==> src/logic/scs_pkg.sv <==
`default_nettype none
package scs_pkg;

	// ------------------------------------------------------------
	// Register map (word index on the register port)
	// ------------------------------------------------------------
	localparam int              REG_AW     = 3;
	localparam int              DW         = 16;
	localparam int              RAW_W      = 12;
	localparam logic [2:0]      OFS_CTRL1  = 3'h0;
	localparam logic [2:0]      OFS_CTRL2  = 3'h1;
	localparam logic [2:0]      OFS_CTRL3  = 3'h2;
	localparam logic [2:0]      OFS_CTRL4  = 3'h3;
	localparam logic [2:0]      OFS_RESULT = 3'h4;
	localparam logic [2:0]      OFS_STATUS = 3'h5;
	localparam logic [DW-1:0]   CTRL_RST   = 16'h0000;
	// Writable and readable positions of converter_control_one
	localparam logic [DW-1:0]   CTRL1_MASK = 16'hB7EF;

	// ------------------------------------------------------------
	// Field positions
	// ------------------------------------------------------------
	localparam int B_ON     = 15;
	localparam int B_IDLE   = 13;
	localparam int B_BUILD  = 12;
	localparam int B_RES12  = 10;
	localparam int B_FMT    = 8;
	localparam int B_TRIG   = 5;
	localparam int B_SIMUL  = 3;
	localparam int B_AUTO   = 2;
	localparam int B_SAMPLE = 1;
	localparam int B_DONE   = 0;
	localparam int B_CHCNT  = 8;
	localparam int B_INCR   = 2;
	localparam int B_SMPT   = 8;
	localparam int B_DIV    = 0;
	localparam int B_BLOG   = 0;

	// ------------------------------------------------------------
	// Codes
	// ------------------------------------------------------------
	localparam logic [2:0] TRIG_SW     = 3'h0;
	localparam logic [2:0] TRIG_PIN    = 3'h1;
	localparam logic [2:0] TRIG_TMR_LO = 3'h2;
	localparam logic [2:0] TRIG_TMR_HI = 3'h4;
	localparam logic [2:0] TRIG_AUTO   = 3'h7;
	localparam logic [1:0] FMT_INT     = 2'h0;
	localparam logic [1:0] FMT_SINT    = 2'h1;
	localparam logic [1:0] FMT_FRAC    = 2'h2;
	localparam logic [1:0] FMT_SFRAC   = 2'h3;

	typedef enum logic [3:0] {
		SCS_OFF    = 4'b0001,
		SCS_WAIT   = 4'b0010,
		SCS_SAMPLE = 4'b0100,
		SCS_CONV   = 4'b1000
	} scs_state_t;

endpackage
`default_nettype wire

==> src/logic/scs_link_if.sv <==
`timescale 1ns/1ps
`default_nettype none
interface scs_link_if;
	import scs_pkg::*;
	logic [RAW_W-1:0] raw;
	logic             res12;
	logic [1:0]       fmt;
	logic [DW-1:0]    fmt_out;
	logic             build;
	logic [2:0]       blog;
	logic [4:0]       ain;
	logic [3:0]       op_idx;
	logic [6:0]       ptr;
	logic [DW-1:0]    addr;
	modport core      (output raw, res12, fmt, build, blog, ain, op_idx, ptr,
	                   input fmt_out, addr);
	modport formatter (input raw, res12, fmt, output fmt_out);
	modport addresser (input build, blog, ain, op_idx, ptr, output addr);
endinterface
`default_nettype wire

==> src/logic/scs_sequencer.sv <==
// How it works
// - Resolution bit picks 10-bit quad or 12-bit single
// - 12-bit mode never samples channels together
// - Module-on bit 15 runs or stops converter
// - Idle-stop bit halts sequencer during idle mode
// - Build mode set: in-order stand-alone buffer address
// - Build mode clear: scatter/gather address from input
// - DMA request whenever the interrupt flag sets
// - Increment-rate field sets DMA pointer advance rate
// - Four result formats for 10-bit data
// - Same four formats for 12-bit data
// - Trigger field chooses what ends sampling
// - Timer codes swap timers between module instances
// - Simultaneous bit samples selected channels together
// - Simultaneous bit reads zero in 12-bit mode
// - Auto-start resamples right after a sequence ends
// - With software trigger, sample bit cleared ends sampling, starts conversion
// - Done sets at completion, clears at next start
// - Bits 14, 11, 4 ignore writes, read zero
// - Flag and pointer every N+1 conversions
// - Channel count selects one, two or four
// - Sample time counts 0 to 31 conversion clocks
`timescale 1ns/1ps
`default_nettype none
module scs_sequencer #(
	parameter int MODULE_IDX = 0
) (
	// Clock and reset
	input  wire logic                             clk,
	input  wire logic                             rst_b,
	// Register port
	input  wire logic [scs_pkg::REG_AW-1:0]       reg_addr,
	input  wire logic [scs_pkg::DW-1:0]           reg_wdata,
	input  wire logic                             reg_wr,
	input  wire logic                             reg_rd,
	output logic      [scs_pkg::DW-1:0]           reg_rdata,
	// Device state and trigger sources
	input  wire logic                             idle_mode,
	input  wire logic                             external_interrupt_pin,
	input  wire logic                             general_timer_b_match,
	input  wire logic                             general_timer_c_match,
	// Converter core
	output logic      [3:0]                       sh_sampling,
	output logic                                  conv_start,
	output logic      [1:0]                       conv_channel,
	output logic                                  conv_res12,
	input  wire logic                             conv_done,
	input  wire logic [scs_pkg::RAW_W-1:0]        conv_data,
	input  wire logic [4:0]                       conv_input_idx,
	// DMA channel and interrupt
	output logic                                  dma_req,
	output logic      [scs_pkg::DW-1:0]           dma_addr,
	output logic      [scs_pkg::DW-1:0]           dma_data,
	output logic                                  irq_set
);
	import scs_pkg::*;

	// ------------------------------------------------------------
	// Declarations
	// ------------------------------------------------------------
	logic          on_r, idle_stop_r, build_r, res12_r, simul_r, auto_r;
	logic          sample_r, done_r, pin_d_r, start_r, dreq_r;
	logic [1:0]    fmt_r, chcnt_r, ch_r;
	logic [2:0]    trig_r, blog_r;
	logic [3:0]    incr_r, ops_r;
	logic [4:0]    smpt_r, smp_cnt_r;
	logic [7:0]    div_r, tad_cnt_r;
	logic [6:0]    ptr_r, ptr_mask;
	logic [DW-1:0] result_r, rdata_r, daddr_r, ddata_r;
	scs_state_t    state_r;
	logic          wr_c1, run, simul_eff, tad_tick, pin_rise, tmr_lo, tmr_hi;
	logic          swr_start, swr_end, end_smp, go_sample, go_conv, res_take;
	logic          seq_end, group_end;
	logic [1:0]    last_ch;
	logic [3:0]    active;

	scs_link_if lnk ();

	// ------------------------------------------------------------
	// Helpers shared by the processes
	// ------------------------------------------------------------
	assign wr_c1     = reg_wr && (reg_addr == OFS_CTRL1);
	assign run       = on_r && !(idle_stop_r && idle_mode);
	assign simul_eff = simul_r && !res12_r;
	// 12-bit mode has only the one sample/hold
	assign last_ch   = res12_r ? 2'd0 : (chcnt_r[1] ? 2'd3 : {1'b0, chcnt_r[0]});
	assign active    = {last_ch == 2'd3, last_ch == 2'd3, last_ch != 2'd0, 1'b1};
	assign tad_tick  = (tad_cnt_r == div_r);
	assign pin_rise  = external_interrupt_pin && !pin_d_r;
	// Timer pairing is mirrored on the second instance
	assign tmr_hi    = (MODULE_IDX == 0) ? general_timer_c_match : general_timer_b_match;
	assign tmr_lo    = (MODULE_IDX == 0) ? general_timer_b_match : general_timer_c_match;
	assign swr_start = wr_c1 && reg_wdata[B_SAMPLE] && !auto_r;
	assign swr_end   = wr_c1 && !reg_wdata[B_SAMPLE];
	assign ptr_mask  = 7'((8'h01 << blog_r) - 8'h01);

	always_comb begin
		unique case (trig_r)
			TRIG_AUTO:   end_smp = (smp_cnt_r == smpt_r);
			TRIG_PIN:    end_smp = pin_rise;
			TRIG_TMR_HI: end_smp = tmr_hi;
			TRIG_TMR_LO: end_smp = tmr_lo;
			TRIG_SW:     end_smp = swr_end;
			// Reserved codes never end sampling
			default:     end_smp = 1'b0;
		endcase
	end

	assign go_sample = run && (((state_r == SCS_OFF) && auto_r)
	                 || ((state_r == SCS_WAIT) && (auto_r || swr_start))
	                 || (seq_end && auto_r));
	assign go_conv   = run && (state_r == SCS_SAMPLE) && end_smp;
	assign res_take  = run && (state_r == SCS_CONV) && conv_done;
	assign seq_end   = res_take && (ch_r == last_ch);
	assign group_end = res_take && (ops_r == incr_r);

	// ------------------------------------------------------------
	// Configuration registers
	// ------------------------------------------------------------
	always_ff @(posedge clk) begin
		if (!rst_b) begin
			on_r        <= CTRL_RST[B_ON];
			idle_stop_r <= CTRL_RST[B_IDLE];
			build_r     <= CTRL_RST[B_BUILD];
			res12_r     <= CTRL_RST[B_RES12];
			fmt_r       <= CTRL_RST[B_FMT +: 2];
			trig_r      <= CTRL_RST[B_TRIG +: 3];
			simul_r     <= CTRL_RST[B_SIMUL];
			auto_r      <= CTRL_RST[B_AUTO];
			chcnt_r     <= CTRL_RST[B_CHCNT +: 2];
			incr_r      <= CTRL_RST[B_INCR +: 4];
			smpt_r      <= CTRL_RST[B_SMPT +: 5];
			div_r       <= CTRL_RST[B_DIV +: 8];
			blog_r      <= CTRL_RST[B_BLOG +: 3];
		end else if (reg_wr) begin
			unique case (reg_addr)
				OFS_CTRL1: begin
					on_r        <= reg_wdata[B_ON];
					idle_stop_r <= reg_wdata[B_IDLE];
					build_r     <= reg_wdata[B_BUILD];
					// Not guarded: a change while running corrupts the pass
					res12_r     <= reg_wdata[B_RES12];
					fmt_r       <= reg_wdata[B_FMT +: 2];
					trig_r      <= reg_wdata[B_TRIG +: 3];
					simul_r     <= reg_wdata[B_SIMUL];
					auto_r      <= reg_wdata[B_AUTO];
				end
				OFS_CTRL2: begin
					chcnt_r <= reg_wdata[B_CHCNT +: 2];
					incr_r  <= reg_wdata[B_INCR +: 4];
				end
				OFS_CTRL3: begin
					smpt_r <= reg_wdata[B_SMPT +: 5];
					div_r  <= reg_wdata[B_DIV +: 8];
				end
				OFS_CTRL4: blog_r <= reg_wdata[B_BLOG +: 3];
				default: ;
			endcase
		end
	end

	// ------------------------------------------------------------
	// Sequencer
	// ------------------------------------------------------------
	always_ff @(posedge clk) begin
		if (!rst_b || !on_r) begin
			state_r <= SCS_OFF;
			ch_r    <= 2'd0;
		end else if (run) begin
			unique case (state_r)
				SCS_OFF:    state_r <= auto_r ? SCS_SAMPLE : SCS_WAIT;
				SCS_WAIT:   if (go_sample) state_r <= SCS_SAMPLE;
				SCS_SAMPLE: if (go_conv) begin
					state_r <= SCS_CONV;
					ch_r    <= 2'd0;
				end
				SCS_CONV:   if (seq_end) begin
					state_r <= auto_r ? SCS_SAMPLE : SCS_WAIT;
				end else if (res_take) begin
					ch_r <= ch_r + 2'd1;
				end
			endcase
		end
	end

	always_ff @(posedge clk) begin
		if (!rst_b || !on_r) begin
			sample_r <= 1'b0;
			start_r  <= 1'b0;
		end else begin
			if (go_sample) sample_r <= 1'b1;
			else if (go_conv) sample_r <= 1'b0;
			start_r <= go_conv || (res_take && !seq_end);
		end
	end

	// Sample timer in conversion clock periods
	always_ff @(posedge clk) begin
		if (!rst_b || (state_r != SCS_SAMPLE)) begin
			tad_cnt_r <= 8'h00;
			smp_cnt_r <= 5'h00;
		end else if (run) begin
			tad_cnt_r <= tad_tick ? 8'h00 : tad_cnt_r + 8'h01;
			if (tad_tick && (smp_cnt_r != smpt_r)) smp_cnt_r <= smp_cnt_r + 5'h01;
		end
	end

	always_ff @(posedge clk) begin
		if (!rst_b) pin_d_r <= 1'b0;
		else pin_d_r <= external_interrupt_pin;
	end

	// Set wins over both clears
	always_ff @(posedge clk) begin
		if (!rst_b) done_r <= 1'b0;
		else if (seq_end) done_r <= 1'b1;
		else if (go_conv) done_r <= 1'b0;
		else if (wr_c1 && !reg_wdata[B_DONE]) done_r <= 1'b0;
	end

	// ------------------------------------------------------------
	// Results, DMA and flag
	// ------------------------------------------------------------
	assign lnk.raw    = conv_data;
	assign lnk.res12  = res12_r;
	assign lnk.fmt    = fmt_r;
	assign lnk.build  = build_r;
	assign lnk.blog   = blog_r;
	assign lnk.ain    = conv_input_idx;
	assign lnk.op_idx = ops_r;
	assign lnk.ptr    = ptr_r;

	scs_fmt u_fmt (
		.lnk (lnk)
	);
	scs_dma_addr u_addr (
		.lnk (lnk)
	);

	always_ff @(posedge clk) begin
		if (!rst_b) begin
			result_r <= CTRL_RST;
			daddr_r  <= CTRL_RST;
			ddata_r  <= CTRL_RST;
		end else if (res_take) begin
			result_r <= lnk.fmt_out;
			ddata_r  <= lnk.fmt_out;
			daddr_r  <= lnk.addr;
		end
	end

	// Counter restarts on enable so the first group is full length
	always_ff @(posedge clk) begin
		if (!rst_b || !on_r) begin
			ops_r  <= 4'h0;
			ptr_r  <= 7'h00;
			dreq_r <= 1'b0;
		end else begin
			dreq_r <= group_end;
			if (group_end) begin
				ops_r <= 4'h0;
				ptr_r <= (ptr_r + 7'h01) & ptr_mask;
			end else if (res_take) begin
				ops_r <= ops_r + 4'h1;
			end
		end
	end

	// ------------------------------------------------------------
	// Register read port
	// ------------------------------------------------------------
	always_ff @(posedge clk) begin
		if (!rst_b || !reg_rd) begin
			rdata_r <= CTRL_RST;
		end else begin
			unique case (reg_addr)
				OFS_CTRL1: rdata_r <= {on_r, 1'b0, idle_stop_r, build_r, 1'b0, res12_r,
				                       fmt_r, trig_r, 1'b0, simul_eff, auto_r,
				                       sample_r, done_r};
				OFS_CTRL2: rdata_r <= {6'h00, chcnt_r & {2{!res12_r}}, 2'h0, incr_r, 2'h0};
				OFS_CTRL3: rdata_r <= {3'h0, smpt_r, div_r};
				OFS_CTRL4: rdata_r <= {13'h0000, blog_r};
				OFS_RESULT: rdata_r <= result_r;
				OFS_STATUS: rdata_r <= {6'h00, ch_r, ops_r, state_r};
				default: rdata_r <= CTRL_RST;
			endcase
		end
	end

	// ------------------------------------------------------------
	// Outputs
	// ------------------------------------------------------------
	always_comb begin
		for (int i = 0; i < 4; i++) begin
			// Sequential mode keeps later channels tracking until converted
			sh_sampling[i] = active[i] && ((state_r == SCS_SAMPLE)
			               || ((state_r == SCS_CONV) && !simul_eff && (i > ch_r)));
		end
	end
	assign reg_rdata    = rdata_r;
	assign conv_start   = start_r;
	assign conv_channel = ch_r;
	assign conv_res12   = res12_r;
	assign dma_req      = dreq_r;
	assign irq_set      = dreq_r;
	assign dma_addr     = daddr_r;
	assign dma_data     = ddata_r;
endmodule // scs_sequencer
`default_nettype wire

==> src/logic/scs_fmt.sv <==
`timescale 1ns/1ps
`default_nettype none
module scs_fmt (
	// Link to sequencer
	scs_link_if.formatter lnk
);
	import scs_pkg::*;
	logic [9:0]  d10;
	logic [11:0] d12;
	always_comb begin
		d10 = lnk.raw[9:0];
		d12 = lnk.raw[11:0];
		if (lnk.res12) begin
			unique case (lnk.fmt)
				FMT_INT:   lnk.fmt_out = {4'h0, d12};
				FMT_SINT:  lnk.fmt_out = {{5{~d12[11]}}, d12[10:0]};
				FMT_FRAC:  lnk.fmt_out = {d12, 4'h0};
				FMT_SFRAC: lnk.fmt_out = {~d12[11], d12[10:0], 4'h0};
			endcase
		end else begin
			unique case (lnk.fmt)
				FMT_INT:   lnk.fmt_out = {6'h00, d10};
				FMT_SINT:  lnk.fmt_out = {{7{~d10[9]}}, d10[8:0]};
				FMT_FRAC:  lnk.fmt_out = {d10, 6'h00};
				FMT_SFRAC: lnk.fmt_out = {~d10[9], d10[8:0], 6'h00};
			endcase
		end
	end
endmodule // scs_fmt
`default_nettype wire

==> src/logic/scs_dma_addr.sv <==
`timescale 1ns/1ps
`default_nettype none
module scs_dma_addr (
	// Link to sequencer
	scs_link_if.addresser lnk
);
	import scs_pkg::*;
	logic [DW-1:0] mask;
	logic [DW-1:0] sg;
	always_comb begin
		mask = (16'h0001 << lnk.blog) - 16'h0001;
		// Input index selects the block, pointer walks inside it
		sg = ({11'h000, lnk.ain} << lnk.blog) | ({9'h000, lnk.ptr} & mask);
		lnk.addr = lnk.build ? {12'h000, lnk.op_idx} : sg;
	end
endmodule // scs_dma_addr
`default_nettype wire

==> config.mk <==
export PLATFORM = sky130hd
export DESIGN_NAME = scs_sequencer
export DESIGN_NICKNAME = d
export VERILOG_FILES = /design/src/logic/scs_pkg.sv /design/src/logic/scs_link_if.sv /design/src/logic/scs_sequencer.sv /design/src/logic/scs_fmt.sv /design/src/logic/scs_dma_addr.sv
export SDC_FILE = /design/constraint.sdc
export NUM_CORES = 1
export LEC_CHECK = 0
export ABC_AREA = 1
export BUFFER_PORTS_ARGS = -buffer_cell sky130_fd_sc_hd__buf_2
export CORE_UTILIZATION = 56
export CTS_BUF_LIST = sky130_fd_sc_hd__clkbuf_8 sky130_fd_sc_hd__clkbuf_16
export CTS_CLUSTER_DIAMETER = 50
export CTS_CLUSTER_SIZE = 28
export DETAILED_ROUTE_END_ITERATION = 10
export GPL_TIMING_DRIVEN = 0
export PLACE_DENSITY_LB_ADDON = 0.1
export RECOVER_POWER = 50
export REMOVE_ABC_BUFFERS = 1
export SLEW_MARGIN = 20
export SYNTH_ARGS = -nofsm -noshare
export SYNTH_HDL_FRONTEND = slang
export SYNTH_SLANG_ARGS = --single-unit
==> constraint.sdc <==
create_clock -name clk -period 2 [get_ports clk]
set_clock_uncertainty 0.2 [all_clocks]
set_input_delay 0.2 -clock clk [delete_from_list [all_inputs] [get_ports clk]]
set_output_delay 0.2 -clock clk [all_outputs]
set_load 0.01 [all_outputs]
======== After elaboration in Yosys (flattened, before gate mapping) ========
Cells that the tools add are included.
storage, ports and cells
  register bits ........................... 116
  word-level logic and storage cells ...... 161
operators by class
  add/sub/neg operators ................... 7
  order comparisons ....................... 3
  equal/unequal tests ..................... 28
  shifts and indexed selects .............. 3
  mux-type cells .......................... 23
  bitwise gates (word level) .............. 6
  reductions and logical operators ........ 64
operator list
  kind                                                count
  case mux 16 bit (4 select lines)                    2
  case mux 16 bit (6 select lines)                    1
  two-way mux 16 bit                                  2
  logical AND 1 bit                                   28
  bitwise AND 7 x 16 -> 16 bit                        1
  OR 16 bit                                           1
  case mux 4 bit (4 select lines)                     1
  << shifter 1 x 3 -> 16 bit, first input constant    1
  << shifter 5 x 3 -> 16 bit                          1
  subtractor 16 x 1 -> 16 bit, second input constant  1
  == test 3 bit, second input constant                4
  two-way mux 4 bit                                   3
  zero test 1 bit                                     11
  logical OR 1 bit                                    10
  two-way mux 2 bit                                   5
  AND reduction 2 bit                                 5
  == test 3 x 2 -> 1 bit, second input constant       3
  adder 8 x 1 -> 8 bit, second input constant         1
  == test 8 bit                                       1
  two-way mux 8 bit                                   1
  inequality test 2 bit, second input constant        4
  adder 7 x 1 -> 7 bit, second input constant         1
  bitwise AND 7 bit                                   1
  << shifter 1 x 3 -> 7 bit, first input constant     1
  other kinds (32)                                    44

======== Longest topological paths before layout ========
Gate-level depths: netlist (run 1).
  depth after elaboration ................. 11
  depth in mapped cells ................... 14
  gate-level depth less buffers ........... 14

======== By module ========
From an unflattened synthesis (run 1), not the netlist that was laid out.
second synthesis, totals
  cell total of the unflattened synthesis .. 861
  area, all modules ....................... 5936.9 um^2
by module, submodules not included
  module         instances  cells each  area each (um^2)  seq. area each (um^2)
  scs_sequencer  1          703         5165.0            2322.2
  scs_dma_addr   1          82          391.6             0.0
  scs_fmt        1          76          380.4             0.0

======== Worst setup path after synthesis (run 1) ========
Ideal clock, no wire load.
  path type ............................... register to register
  from .................................... register res12_r (netlist: conv_res12)
  to ...................................... register state_r[1]
  library setup time ...................... 0.114 ns
  data arrival time ....................... 1.430 ns
  slack ................................... 0.256 ns
  stages on the path, launching flop included .. 14
  buffers on the path ..................... 2
  cells stage by stage .................... dfxtp_1 -> buf_6 -> inv_6 -> buf_12 -> nand2_8 -> nand2_4 -> nand2_4 -> nand4_4 -> nand2_1 -> nand3_2 -> nand2_4 -> nand3_4 -> nor2_1 -> nor2_2
between the ends
  longest elaborated chain between the ends .. 8
  elaborated cells on any way between the ends .. 9
  classes of those cells .................. eq/ne: 3; mux: 1; reduce/logical: 5
RTL lines
  element                                   RTL line              text
  start: declaration                        scs_sequencer.sv:61   logic on_r, idle_stop_r, build_r, res12_r, simul_r, auto_r;
  start signal: assignment                  scs_sequencer.sv:125  res12_r <= CTRL_RST[B_RES12];
  start signal: assignment                  scs_sequencer.sv:142  res12_r <= reg_wdata[B_RES12];
  two-way mux 2 bit (*)                     scs_sequencer.sv:86   assign last_ch = res12_r ? 2'd0 : (chcnt_r[1] ? 2'd3 : {1'b0, chcnt_r[0]});
  == test 2 bit (*)                         scs_sequencer.sv:114  assign seq_end = res_take && (ch_r == last_ch);
  logical AND 1 bit (*)                     scs_sequencer.sv:114
  logical AND 1 bit                         scs_sequencer.sv:111  || (seq_end && auto_r));
  logical OR 1 bit                          scs_sequencer.sv:111
  logical AND 1 bit                         scs_sequencer.sv:109  assign go_sample = run && (((state_r == SCS_OFF) && auto_r)
  inequality test 2 bit (no source line)    --
  AND reduction 4 bit (no source line) (*)  --
  end signal: assignment                    scs_sequencer.sv:171  SCS_OFF: state_r <= auto_r ? SCS_SAMPLE : SCS_WAIT;
  end signal: assignment                    scs_sequencer.sv:178  state_r <= auto_r ? SCS_SAMPLE : SCS_WAIT;
  end: declaration                          scs_sequencer.sv:70   scs_state_t state_r;
Mark *: on every way between the ends. The rest lies on a longest branch, timed or not.
A chain may end at the register's enable or synchronous reset.

======== Worst setup path after layout (run 1) ========
  from .................................... register state_r[0]
  to ...................................... register state_r[1]
between the ends
  longest elaborated chain between the ends .. 9
  elaborated cells on any way between the ends .. 20
  classes of those cells .................. eq/ne: 7; mux: 1; reduce/logical: 12
RTL lines
  element                                 RTL line                                    text
  == test 4 bit                           scs_sequencer.sv:113, scs_sequencer.sv:170
  logical AND 1 bit (2 in a row)          scs_sequencer.sv:113                        assign res_take = run && (state_r == SCS_CONV) && conv_done;
  logical AND 1 bit                       scs_sequencer.sv:114
  logical AND 1 bit                       scs_sequencer.sv:111
  logical OR 1 bit                        scs_sequencer.sv:111
  logical AND 1 bit                       scs_sequencer.sv:109
  inequality test 2 bit (no source line)  --
  AND reduction 4 bit (no source line)    --
Several ways; a longest one is shown, not always the timed one.

==> summary.md, run 1 <==
| Metric | Value |
|---|---|
| H-tree depth | 3 |
| Arr. time, crit path | 2.02 ns |
| Reg2reg setup slack | 0.06 ns |
| Worst VDD drop | approximately 370 uV |
| Max Clk Rate | 0.516 GHz |
| Final Hold Viols | 0 |
| Total clock buffers created by CTS | 9 |
| Buffer levels on the longest clock path | 2 |
| Worst Path Max Fanout | 5 |
| Cell Pwr Density | 601 nW/um2 |
| Main synth FF type | dfxtp_1 |
| IO buf count | slightly below 100 |
| Die area | just over 10000 um2 |
| Dpl ws | -0.954 ns |
| # clock sinks | between 100 and 150 |
| Synthesis-to-finish area growth | 19.2% |
| Slew HR | 0.527 |
| Initial antenna violation count | 0 |
| Clock Latency Late Sink | approximately 0.37 ns |
| Clock transition at path regs | between 0.1 and 0.15 ns |
| Slowest cell on crit path | dfxtp_1 |
| CP Capture Type | register |
| DR vias | ~5800 |
| Root Buffer | clkbuf_8 |
| Total Wirelength | 16.3 mm |
| Synth unique cells | roughly 50 |
| First-pass GRT wire length | approximately 25 mm |
| Tcrit/Tclk final | 0.969 |
| Die width | between 100 and 150 um |
| Yosys Warn Count | 0 |
| Fin. max-slew vios | 0 |
| Starting DRT DRC Count | roughly 440 |
| Pin slew with the least headroom to its limit | just over 0.7 ns |
| Total core area | between 9000 and 10000 um2 |
| Outcome | completed |
| Gpl congestion | roughly 0.93 |
| Required time of the critical path | 2.09 ns |
| Total track usage | 0.310 |
| Sequential-to-total area share from yosys stat | 0.401 |
| Ys async rst share | 0 |
| ANT nets after route | 0 |
| Fin Hold WS | approximately 0.016 ns |
| Worst path cell trace | nor2_4 > nand2_4 > nor2_4 > buf_6 > nand4_4 > nand2_2 > nand3_2 > nand2_4 > nand3_4 > nor2_1 > nor2_2 |
| Antenna Cells | 0 |
| Startpoint type of the worst setup path | register |
| Min Tclk post-route | 1.94 ns |
| WL per Instance | 15.7 um |
| Nets@finish | about 960 |
| Hold Crit Class | input pin to register |
| Largest net degree at the start of global routing | 46 |
| Post-Syn Area per Cell | 7.10 um2 |
| Final core utilization | 0.686 |
| Most frequent cells in the layout | nand2_1 (167), dfxtp_1 (106), a21oi_1 (83) |
| Max cap viols | 0 |
| CTS tree | yes |
| Chip Height | just over 100 um |
| Grt total ovfl | 0 |
| Fraction of layout cells with a size suffix above 1 | 0.148 |
| Synthesized flop and latch total | 112 |
| Critical path class | register to register |
| Starting Density | 0.575 |
| Vias per cell | approximately 5.5 |
| Post-Synthesis Cells | between 700 and 800 |
| PnR worst setup slack | 0.0616 ns |
| Cell Area, Synth | 5600 um2 |
| Top-Level Pins | 103 |
| Power Total | between 4 and 5 mW |
| Drt first pass iters | 5 |
| CP peak stage delay | 0.37 ns |
| Final setup vio count | 0 |
| Vias in the first global route | roughly 5000 |
| Row count | 36 |
| Leak Pwr | about 2.6 nW |
| DRC viols | 0 |
| Most common cell after layout, fill and taps aside | nand2_1 |
| Dpl hpwl | between 10 and 15 mm |
| Finished Layout Cells | between 1000 and 1500 |
| Post-synth EDFFs | 0 |
| DP Cell Count | roughly 990 |
sequential cells by signal, indices dropped and copies added (netlist names), 2 cells and up:
name / flops
dma_data: 16
reg_rdata: 16
dma_addr: 12
div_r: 8
tad_cnt_r: 8
lnk.ptr: 7
smp_cnt_r: 5
smpt_r: 5
incr_r: 4
lnk.op_idx: 4
state_r: 4
blog_r: 3
trig_r: 3
chcnt_r: 2
conv_channel: 2
fmt_r: 2
Yosys cell counts, drive strengths merged (4+ instances only):
master	count	area share
nand2	181	0.13
dfxtp	112	0.40
nor2	90	0.065
a21oi	85	0.077
inv	83	0.057
o21ai	67	0.060
nand3	37	0.038
buf	17	0.022
clkbuf	17	0.012
nor3	13	0.014
xnor2	13	0.020
o22ai	9	0.010
nand4	8	0.012
a31oi	7	0.0078
ha	7	0.016
o211ai	7	0.0094
xor2	7	0.011
a211oi	5	0.0067
a221oi	4	0.0063
stage by stage:
stage	area [um2]	setup TNS, ns
CTS	6600	0
floorplan	5420	0
finish	6670	0
global placement	6070	-22.80
detailed placement	6070	-25.65
global route	6670	-0.140
area by class of cell:
| class | instances | area [um2] |
|---|---|---|
| clock buffer | 9 | 124 |
| timing repair inverter | 1 | 5.00 |
| timing repair buffer | 134 | 769 |
| tap | 133 | 166 |
| sequential | 112 | 2250 |
| fill | 877 | 3060 |
| clock inverter | 6 | 68.8 |
| inverter | 84 | 334 |
| multi-input combinational | 562 | 2950 |
layer usage:
layer / global-route usage / wire length (um) / vias to the layer above
li1: - / - / 2830
met1: 0.411 / 7140 / 2672
met2: 0.519 / 7720 / 233
met3: 0.0520 / 1120 / 24
met4: 0.0923 / 323 / 0
met5: 0 / 0 / -
report_power, final:
part	switching, mW	total (mW)	leakage, nW	internal, mW
clock	0.778	1.36	0.0961	0.582
combinational	0.227	0.361	1.59	0.133
sequential	0.0350	2.29	0.908	2.25
what timing repair did:
action | 4_1_cts | 5_1_grt
endpoints found under the hold margin | 43 | 0
pin swaps | 1 | 8
setup buffers | 6 | 7
resized for setup | 15 | 24
endpoints found under the setup margin | 56 | 52
hold buffers | 24 | 0
gates cloned | 1 | 1
worst max-delay path, delay by kind of cell, from the launching register on:
kind	cells	cell delay (ns)
flip-flops	1	0.37
AND/OR/NAND/NOR	10	1.12
buffers and inverters	1	0.16
logic make-up (layout without fill, tap and decap cells):
family	count (synthesis)	in the layout	synth area share
and+or+nand+nor	335	336	0.267
adders and majority gates	7	7	0.0157
muxes	1	1	0.00179
DFF	112	112	0.401
buffers and inverters	118	234	0.0910
xor gates and xnor gates	20	20	0.0313
AOI/OAI and AO/OA	194	194	0.192
other	1	4	0.000670
final timing paths:
path           startpoint            end  cells after the start
max            state_r[0]     state_r[1]                     11
min           reg_addr[0]  reg_rdata[11]                      4
max reg2reg    state_r[0]     state_r[1]                     11
min reg2reg  dma_data[14]  reg_rdata[14]                      2
(Power assumes the default switching activity.)
==> inputs of run 2 (changes only) <==
--- a/config.mk
+++ b/config.mk
@@ -13,9 +13,10 @@
 export CTS_CLUSTER_SIZE = 28
 export DETAILED_ROUTE_END_ITERATION = 10
 export GPL_TIMING_DRIVEN = 0
-export PLACE_DENSITY_LB_ADDON = 0.1
+export PLACE_DENSITY_LB_ADDON = 0.2
 export RECOVER_POWER = 50
 export REMOVE_ABC_BUFFERS = 1
+export SETUP_SLACK_MARGIN = 0.2
 export SLEW_MARGIN = 20
 export SYNTH_ARGS = -nofsm -noshare
 export SYNTH_HDL_FRONTEND = slang
==> run 2 against run 1 <==
Worst hold slack lost 0.011 ns. Total power shrank 0.50%. Final cell count grew 1.2%. First-iteration DRC count grew 7.2%. Largest cell class unchanged. Core utilization grew 4.1 points. Non-clock buffer count grew 12. Register-to-register slack gained 0.02 ns. Largest power group unchanged. Sequential share of layout area shrank 1.6 points.
==> summary.md, run 2 (synthesis results as in run 1) <==
| Metric | Value |
|---|---|
| DP Cell Count | 987 (unchanged) |
| Total clock buffers created by CTS | 9 (unchanged) |
| Pin slew with the least headroom to its limit | 0.698 ns (-0.0100 ns) |
| CP Capture Type | primary output |
| Initial antenna violation count | 0 (unchanged) |
| Final Hold Viols | 0 (unchanged) |
| IO buf count | 97 (unchanged) |
| Final setup vio count | 0 (unchanged) |
| Unrepaired setup endpoints after global routing | yes |
| Tcrit/Tclk final | 0.985 (+0.0162) |
| Outcome | completed |
| Most common cell after layout, fill and taps aside | nand2_1 |
| Fin. max-slew vios | 0 (unchanged) |
| Clock Latency Late Sink | 0.39 ns (+0.02 ns) |
| Chip Height | 102 um (unchanged) |
| Vias per cell | 5.68 (+2.6%) |
| Gpl congestion | 0.933 (+0.41%) |
| Final core utilization | 0.727 (+0.0410) |
| Most frequent cells in the layout | nand2_1 (159), buf_2 (96), dfxtp_1 (88) |
| Drt first pass iters | 6 (+1) |
| Root Buffer | clkbuf_8 |
| Startpoint type of the worst setup path | register |
| Vias in the first global route | 5325 (+4.3%) |
| DR vias | 5985 (+3.9%) |
| Slew HR | 0.534 (+0.00669) |
| Die area | 10400 um2 (unchanged) |
| Min Tclk post-route | 1.97 ns (+0.0324 ns) |
| First-pass GRT wire length | 25.9 mm (+4.9%) |
| Critical path class | register to primary output |
| Max Clk Rate | 0.507 GHz (-1.6%) |
| Nets@finish | 968 (+1.3%) |
| Arr. time, crit path | 1.57 ns (-0.45 ns) |
| Worst VDD drop | 326 uV (-12%) |
| WL per Instance | 16.1 um (+3.1%) |
| Row count | 36 (unchanged) |
| R2r worst-path depth | 10 (-1) |
| # clock sinks | 112 (unchanged) |
| Leak Pwr | 2.91 nW (+12%) |
| Grt total ovfl | 0 (unchanged) |
| Clock transition at path regs | 0.10 ns (about the same) |
| CTS tree | yes |
| Dpl hpwl | 11.2 mm (-0.52%) |
| Synthesis-to-finish area growth | 26.4% |
| Fraction of layout cells with a size suffix above 1 | 0.264 (+0.116) |
| Hold path depth | 5 (+1) |
| Fin Hold WS | 0.00533 ns (-0.0110 ns) |
| Design Area, Final | 7070 um2 (+6.0%) |
| Die width | 102 um (unchanged) |
| Starting Density | 0.575 (unchanged) |
| Largest net degree at the start of global routing | 47 (+2.2%) |
| H-tree depth | 3 (unchanged) |
| Dpl cell area | 6070 um2 (unchanged) |
| Required time of the critical path | 1.60 ns (-0.49 ns) |
| Worst Path Max Fanout | 4 (-1) |
| Buffer levels on the longest clock path | 2 (unchanged) |
| Antenna Cells | 0 (unchanged) |
| Total track usage | 0.325 (+0.0147) |
| Total core area | 9730 um2 (unchanged) |
| Hold Crit Class | input pin to register |
| Finished Layout Cells | 1054 (+1.2%) |
| Max cap viols | 0 (unchanged) |
| Number of fillers in the final layout | 794 (-9.5%) |
| Starting DRT DRC Count | 476 (+7.2%) |
| ANT nets after route | 0 (unchanged) |
| Total Wirelength | 17.0 mm (+4.4%) |
| DRC viols | 0 (unchanged) |
| Top-Level Pins | 103 (unchanged) |
| Cell Pwr Density | 564 nW/um2 (-6.1%) |
[run 2: cell count changes in the layout (fill, tap and decap cells not counted), sizes merged]
cell,before,now
buf,61,120
dlygate4sd3,24,25
clkinvlp,5,9
dlymetal6s4s,0,1
bufinv,1,0
clkbuf,58,11
inv,82,78
[run 2: path summary, 6_finish.rpt]
check                     from             end  slack (ns)
setup / recovery    state_r[0]  sh_sampling[2]        0.03
hold / removal    conv_data[7]    dma_data[13]       0.005
setup reg to reg    state_r[0]      lnk.ptr[4]        0.08
hold reg to reg   dma_data[14]   reg_rdata[14]        0.26
[run 2: layer usage]
metal  GRT usage  up-vias  share of wire
li1            -     2851              -
met3      0.0595       41          0.076
met1       0.411     2813           0.42
met5           0        -              0
met4       0.144        0          0.026
met2       0.541      280           0.48
[run 2: power breakdown]
group | total [mW] | leakage [nW] | switching (mW) | internal [mW]
logic | 0.395 | 1.90 | 0.247 | 0.147
registers | 2.29 | 0.916 | 0.0349 | 2.25
clock network | 1.31 | 0.0927 | 0.789 | 0.518
[run 2: final cells by class]
cell class	count	area, um2	area share
Timing Repair Buffer	146	960	0.136
Clock inverter	5	32.5	0.00460
Tap cell	133	166	0.0235
Multi-Input combinational cell	562	3120	0.442
Timing Repair inverter	1	5.00	0.000708
Inverter	84	353	0.0499
Clock buffer	11	151	0.0214
Sequential cell	112	2280	0.322
[run 2: metrics by stage]
step | TNS [ns] | worst slack, ns | total power, mW
2_1_floorplan | 0 | 0.0416 | 2.51
3_3_place_gp | -20.53 | -0.836 | 2.64
3_5_place_dp | -22.54 | -0.859 | 2.64
4_1_cts | 0 | 0.0651 | 3.96
5_1_grt | -0.0229 | -0.0126 | 4.12
6_report | 0 | 0.0292 | 3.99
[run 2: critical path: stages, from the launching register on]
cell and delay (ns):
dfxtp_4 0.37, nor2_4 0.18, nand2_4 0.10, a21oi_4 0.18, nand2_1 0.09, a21oi_2 0.12
buf_2 0.14
[run 2: timing repair]
action,in CTS,in global routing
gates cloned,2,0
endpoints found under the hold margin,44,0
hold buffers,26,0
setup buffers,12,11
pin swaps,13,12
gates resized for setup,46,72
setup endpoints to repair,77,53
==> inputs of run 3 (changes only) <==
==> constraint.sdc (replaced) <==
create_clock -name clk -period 1.9 [get_ports clk]
set_clock_uncertainty 0.2 [all_clocks]
set_input_delay 0.19 -clock clk [delete_from_list [all_inputs] [get_ports clk]]
set_output_delay 0.19 -clock clk [all_outputs]
set_load 0.01 [all_outputs]
==> run 3 against run 2 <==
The run now ends with setup timing left. Non-clock buffer count grew 17. Worst hold slack gained 0.024 ns. Combinational power grew 8.6%. Total power grew 5.7%. Final cell count grew 1.6%. Sequential power grew 5%. Core utilization grew 2.4 points. Register-to-register slack lost 0.07 ns. Clock power grew 5%. Routed wire length grew 4.4%. First-iteration DRC count shrank 2.1%. Critical path type unchanged.
==> summary.md, run 3 (synthesis results as in run 1) <==
| Metric | Value |
|---|---|
| Required time of the critical path | 1.51 ns (-0.09 ns) |
| Cell Pwr Density | 577 nW/um2 (+2.3%) |
| PnR worst setup slack | -0.0438 ns (-0.0730 ns) |
| Chip Height | 102 um (unchanged) |
| Internal | 3.07 mW (+5.3%) |
| Worst VDD drop | 339 uV (+4.1%) |
| Fraction of layout cells with a size suffix above 1 | 0.247 (-0.0165) |
| Max Clk Rate | between 0.5 and 0.6 GHz |
| Crit path from | state_r[3] |
| Fin Setup TNS | -0.119 ns (-0.119 ns) |
| Startpoint type of the worst setup path | register |
| Max cap viols | 0 (unchanged) |
| H-tree depth | 3 (unchanged) |
| Unrepaired setup endpoints after global routing | yes |
| Flop pwr share | 0.571 (-0.002) |
| Total track usage | 0.338 (+0.0133) |
| Starting Density | 0.575 (unchanged) |
| Buffer levels on the longest clock path | 2 (unchanged) |
| Antenna Cells | 0 (unchanged) |
| Critical R2R Capture | state_r[1] |
| Nets@finish | 985 (+1.8%) |
| First-pass GRT wire length | 27.0 mm (+4.2%) |
| Critical path class | register to primary output |
| Dpl hpwl | 11.2 mm (unchanged) |
| Comb power frac | 0.102 (+0.003) |
| Vias in the first global route | 5521 (+3.7%) |
| CTS tree | yes |
| IO buf count | 97 (unchanged) |
| WL per Instance | 16.6 um (+2.8%) |
| Initial antenna violation count | 0 (unchanged) |
| Starting DRT DRC Count | 466 (-2.1%) |
| Failing checks | setup timing |
| CP Capture Type | primary output |
| Row count | 36 (unchanged) |
| DRC viols | 0 (unchanged) |
| Drt first pass iters | 7 (+1) |
| Final setup vio count | 3 (+3) |
| Hold Crit Class | input pin to register |
| R2r worst-path depth | 13 (+3) |
| ANT nets after route | 0 (unchanged) |
| Clock power share | 0.327 (about the same) |
| Worst Path Max Fanout | 3 (-1) |
| Clock Latency Late Sink | 0.39 ns (about the same) |
| Root Buffer | clkbuf_8 |
| Pin slew with the least headroom to its limit | 0.690 ns (-0.00755 ns) |
| Final Hold Viols | 0 (unchanged) |
| Design Area, Final | 7310 um2 (+3.3%) |
| Dpl ws | -0.949 ns (-0.0900 ns) |
| Fin. max-slew vios | 0 (unchanged) |
| Slew HR | 0.539 (+0.00504) |
| Dpl cell area | 6070 um2 (unchanged) |
| Tcrit/Tclk final | 1.02 |
| Power Total | 4.21 mW (+5.7%) |
| Die width | 102 um (unchanged) |
| Most frequent cells in the layout | nand2_1 (159), dfxtp_1 (83), a21oi_1 (76) |
| # clock sinks | 112 (unchanged) |
| Clock transition at path regs | 0.11 ns (about the same) |
| Reg-to-reg startpoint | state_r[3] |
| Leak Pwr | 2.81 nW (-3.4%) |
| Number of fillers in the final layout | 763 (-3.9%) |
| Synthesis-to-finish area growth | 30.6% |
| Die area | 10400 um2 (unchanged) |
| DR vias | 6089 (+1.7%) |
| Largest net degree at the start of global routing | 47 (unchanged) |
| Total clock buffers created by CTS | 9 (unchanged) |
| Reg2reg setup slack | 0.01 ns (-0.07 ns) |
| Net Switching | 1.14 mW (+6.6%) |
| Sw frac | 0.271 (+0.00230) |
| Outcome | finished with violations |
| Min Tclk post-route | 1.94 ns |
| Most common cell after layout, fill and taps aside | nand2_1 |
| Setup crit end | sh_sampling[3] |
| Arr. time, crit path | 1.55 ns (-0.02 ns) |
| Top-Level Pins | 103 (unchanged) |
| Vias per cell | 5.69 (+0.12%) |
| Grt total ovfl | 0 (unchanged) |
| Gpl congestion | 0.933 (unchanged) |
| Total Wirelength | 17.8 mm (+4.4%) |
| Total core area | 9730 um2 (unchanged) |
run 3: repair_timing:
action                                  4_1_cts  5_1_grt
resized for setup                            93       63
hold buffers                                 27        0
cloned                                        2        0
endpoints found under the setup margin       84       63
buffers inserted                             27       12
endpoints found under the hold margin        46        0
pin swaps                                    22       21
run 3: worst max-delay path, cell delays in order (launching register included):
cell	delay, ns
dfxtp_2	0.36
inv_2	0.06
nor2_4	0.11
nand2_4	0.09
a21oi_4	0.19
nand2_1	0.08
a21oi_1	0.13
buf_2	0.14
run 3: routing by layer:
| layer | wire (um) | GRT usage |
|---|---|---|
| met2 | 8730 | 0.575 |
| met3 | 1320 | 0.0609 |
| met4 | 422 | 0.141 |
| met1 | 7300 | 0.423 |
| met5 | 0 | 0 |
run 3: worst min-delay path by stage:
| stage | slack, ns | startpoint | endpoint | cells past startpoint |
|---|---|---|---|---|
| finish | 0.03 | conv_data[8] | dma_data[14] | 5 |
| global route | 0.05 | rst_b | pin_d_r | 3 |
| CTS | 0.004 | reg_wr | blog_r[2] | 3 |
| detailed placement | 0.21 | external_interrupt_pin | pin_d_r | 3 |
| global placement | 0.19 | external_interrupt_pin | pin_d_r | 3 |
| floorplan | 0.08 | rst_b | pin_d_r | 2 |
run 3: power by group through the flow:
stage / clock, mW / sequential, mW / combinational (mW)
4_1_cts: 1.38 / 2.40 / 0.397
3_5_place_dp: 0 / 2.46 / 0.319
5_1_grt: 1.48 / 2.41 / 0.466
3_3_place_gp: 0 / 2.46 / 0.313
6_report: 1.38 / 2.41 / 0.429
2_1_floorplan: 0 / 2.45 / 0.187
run 3: area by class of cell:
| type | instances | area [um2] | share of cell area |
|---|---|---|---|
| Tap cell | 133 | 166 | 0.0228 |
| Timing Repair inverter | 1 | 5.00 | 0.000685 |
| Clock inverter | 5 | 32.5 | 0.00445 |
| Clock buffer | 11 | 151 | 0.0207 |
| Sequential cell | 112 | 2290 | 0.314 |
| Timing Repair Buffer | 163 | 1070 | 0.146 |
| Inverter | 84 | 369 | 0.0505 |
| Multi-Input combinational cell | 562 | 3220 | 0.441 |
run 3: metrics by stage:
step           cells   util  hold slack (ns)
6_report        1071  0.751           0.0290
5_1_grt         1071  0.751           0.0458
4_1_cts         1059  0.725          0.00448
3_5_place_dp     987  0.624            0.206
3_3_place_gp     987  0.624            0.186
2_1_floorplan    757      -           0.0835
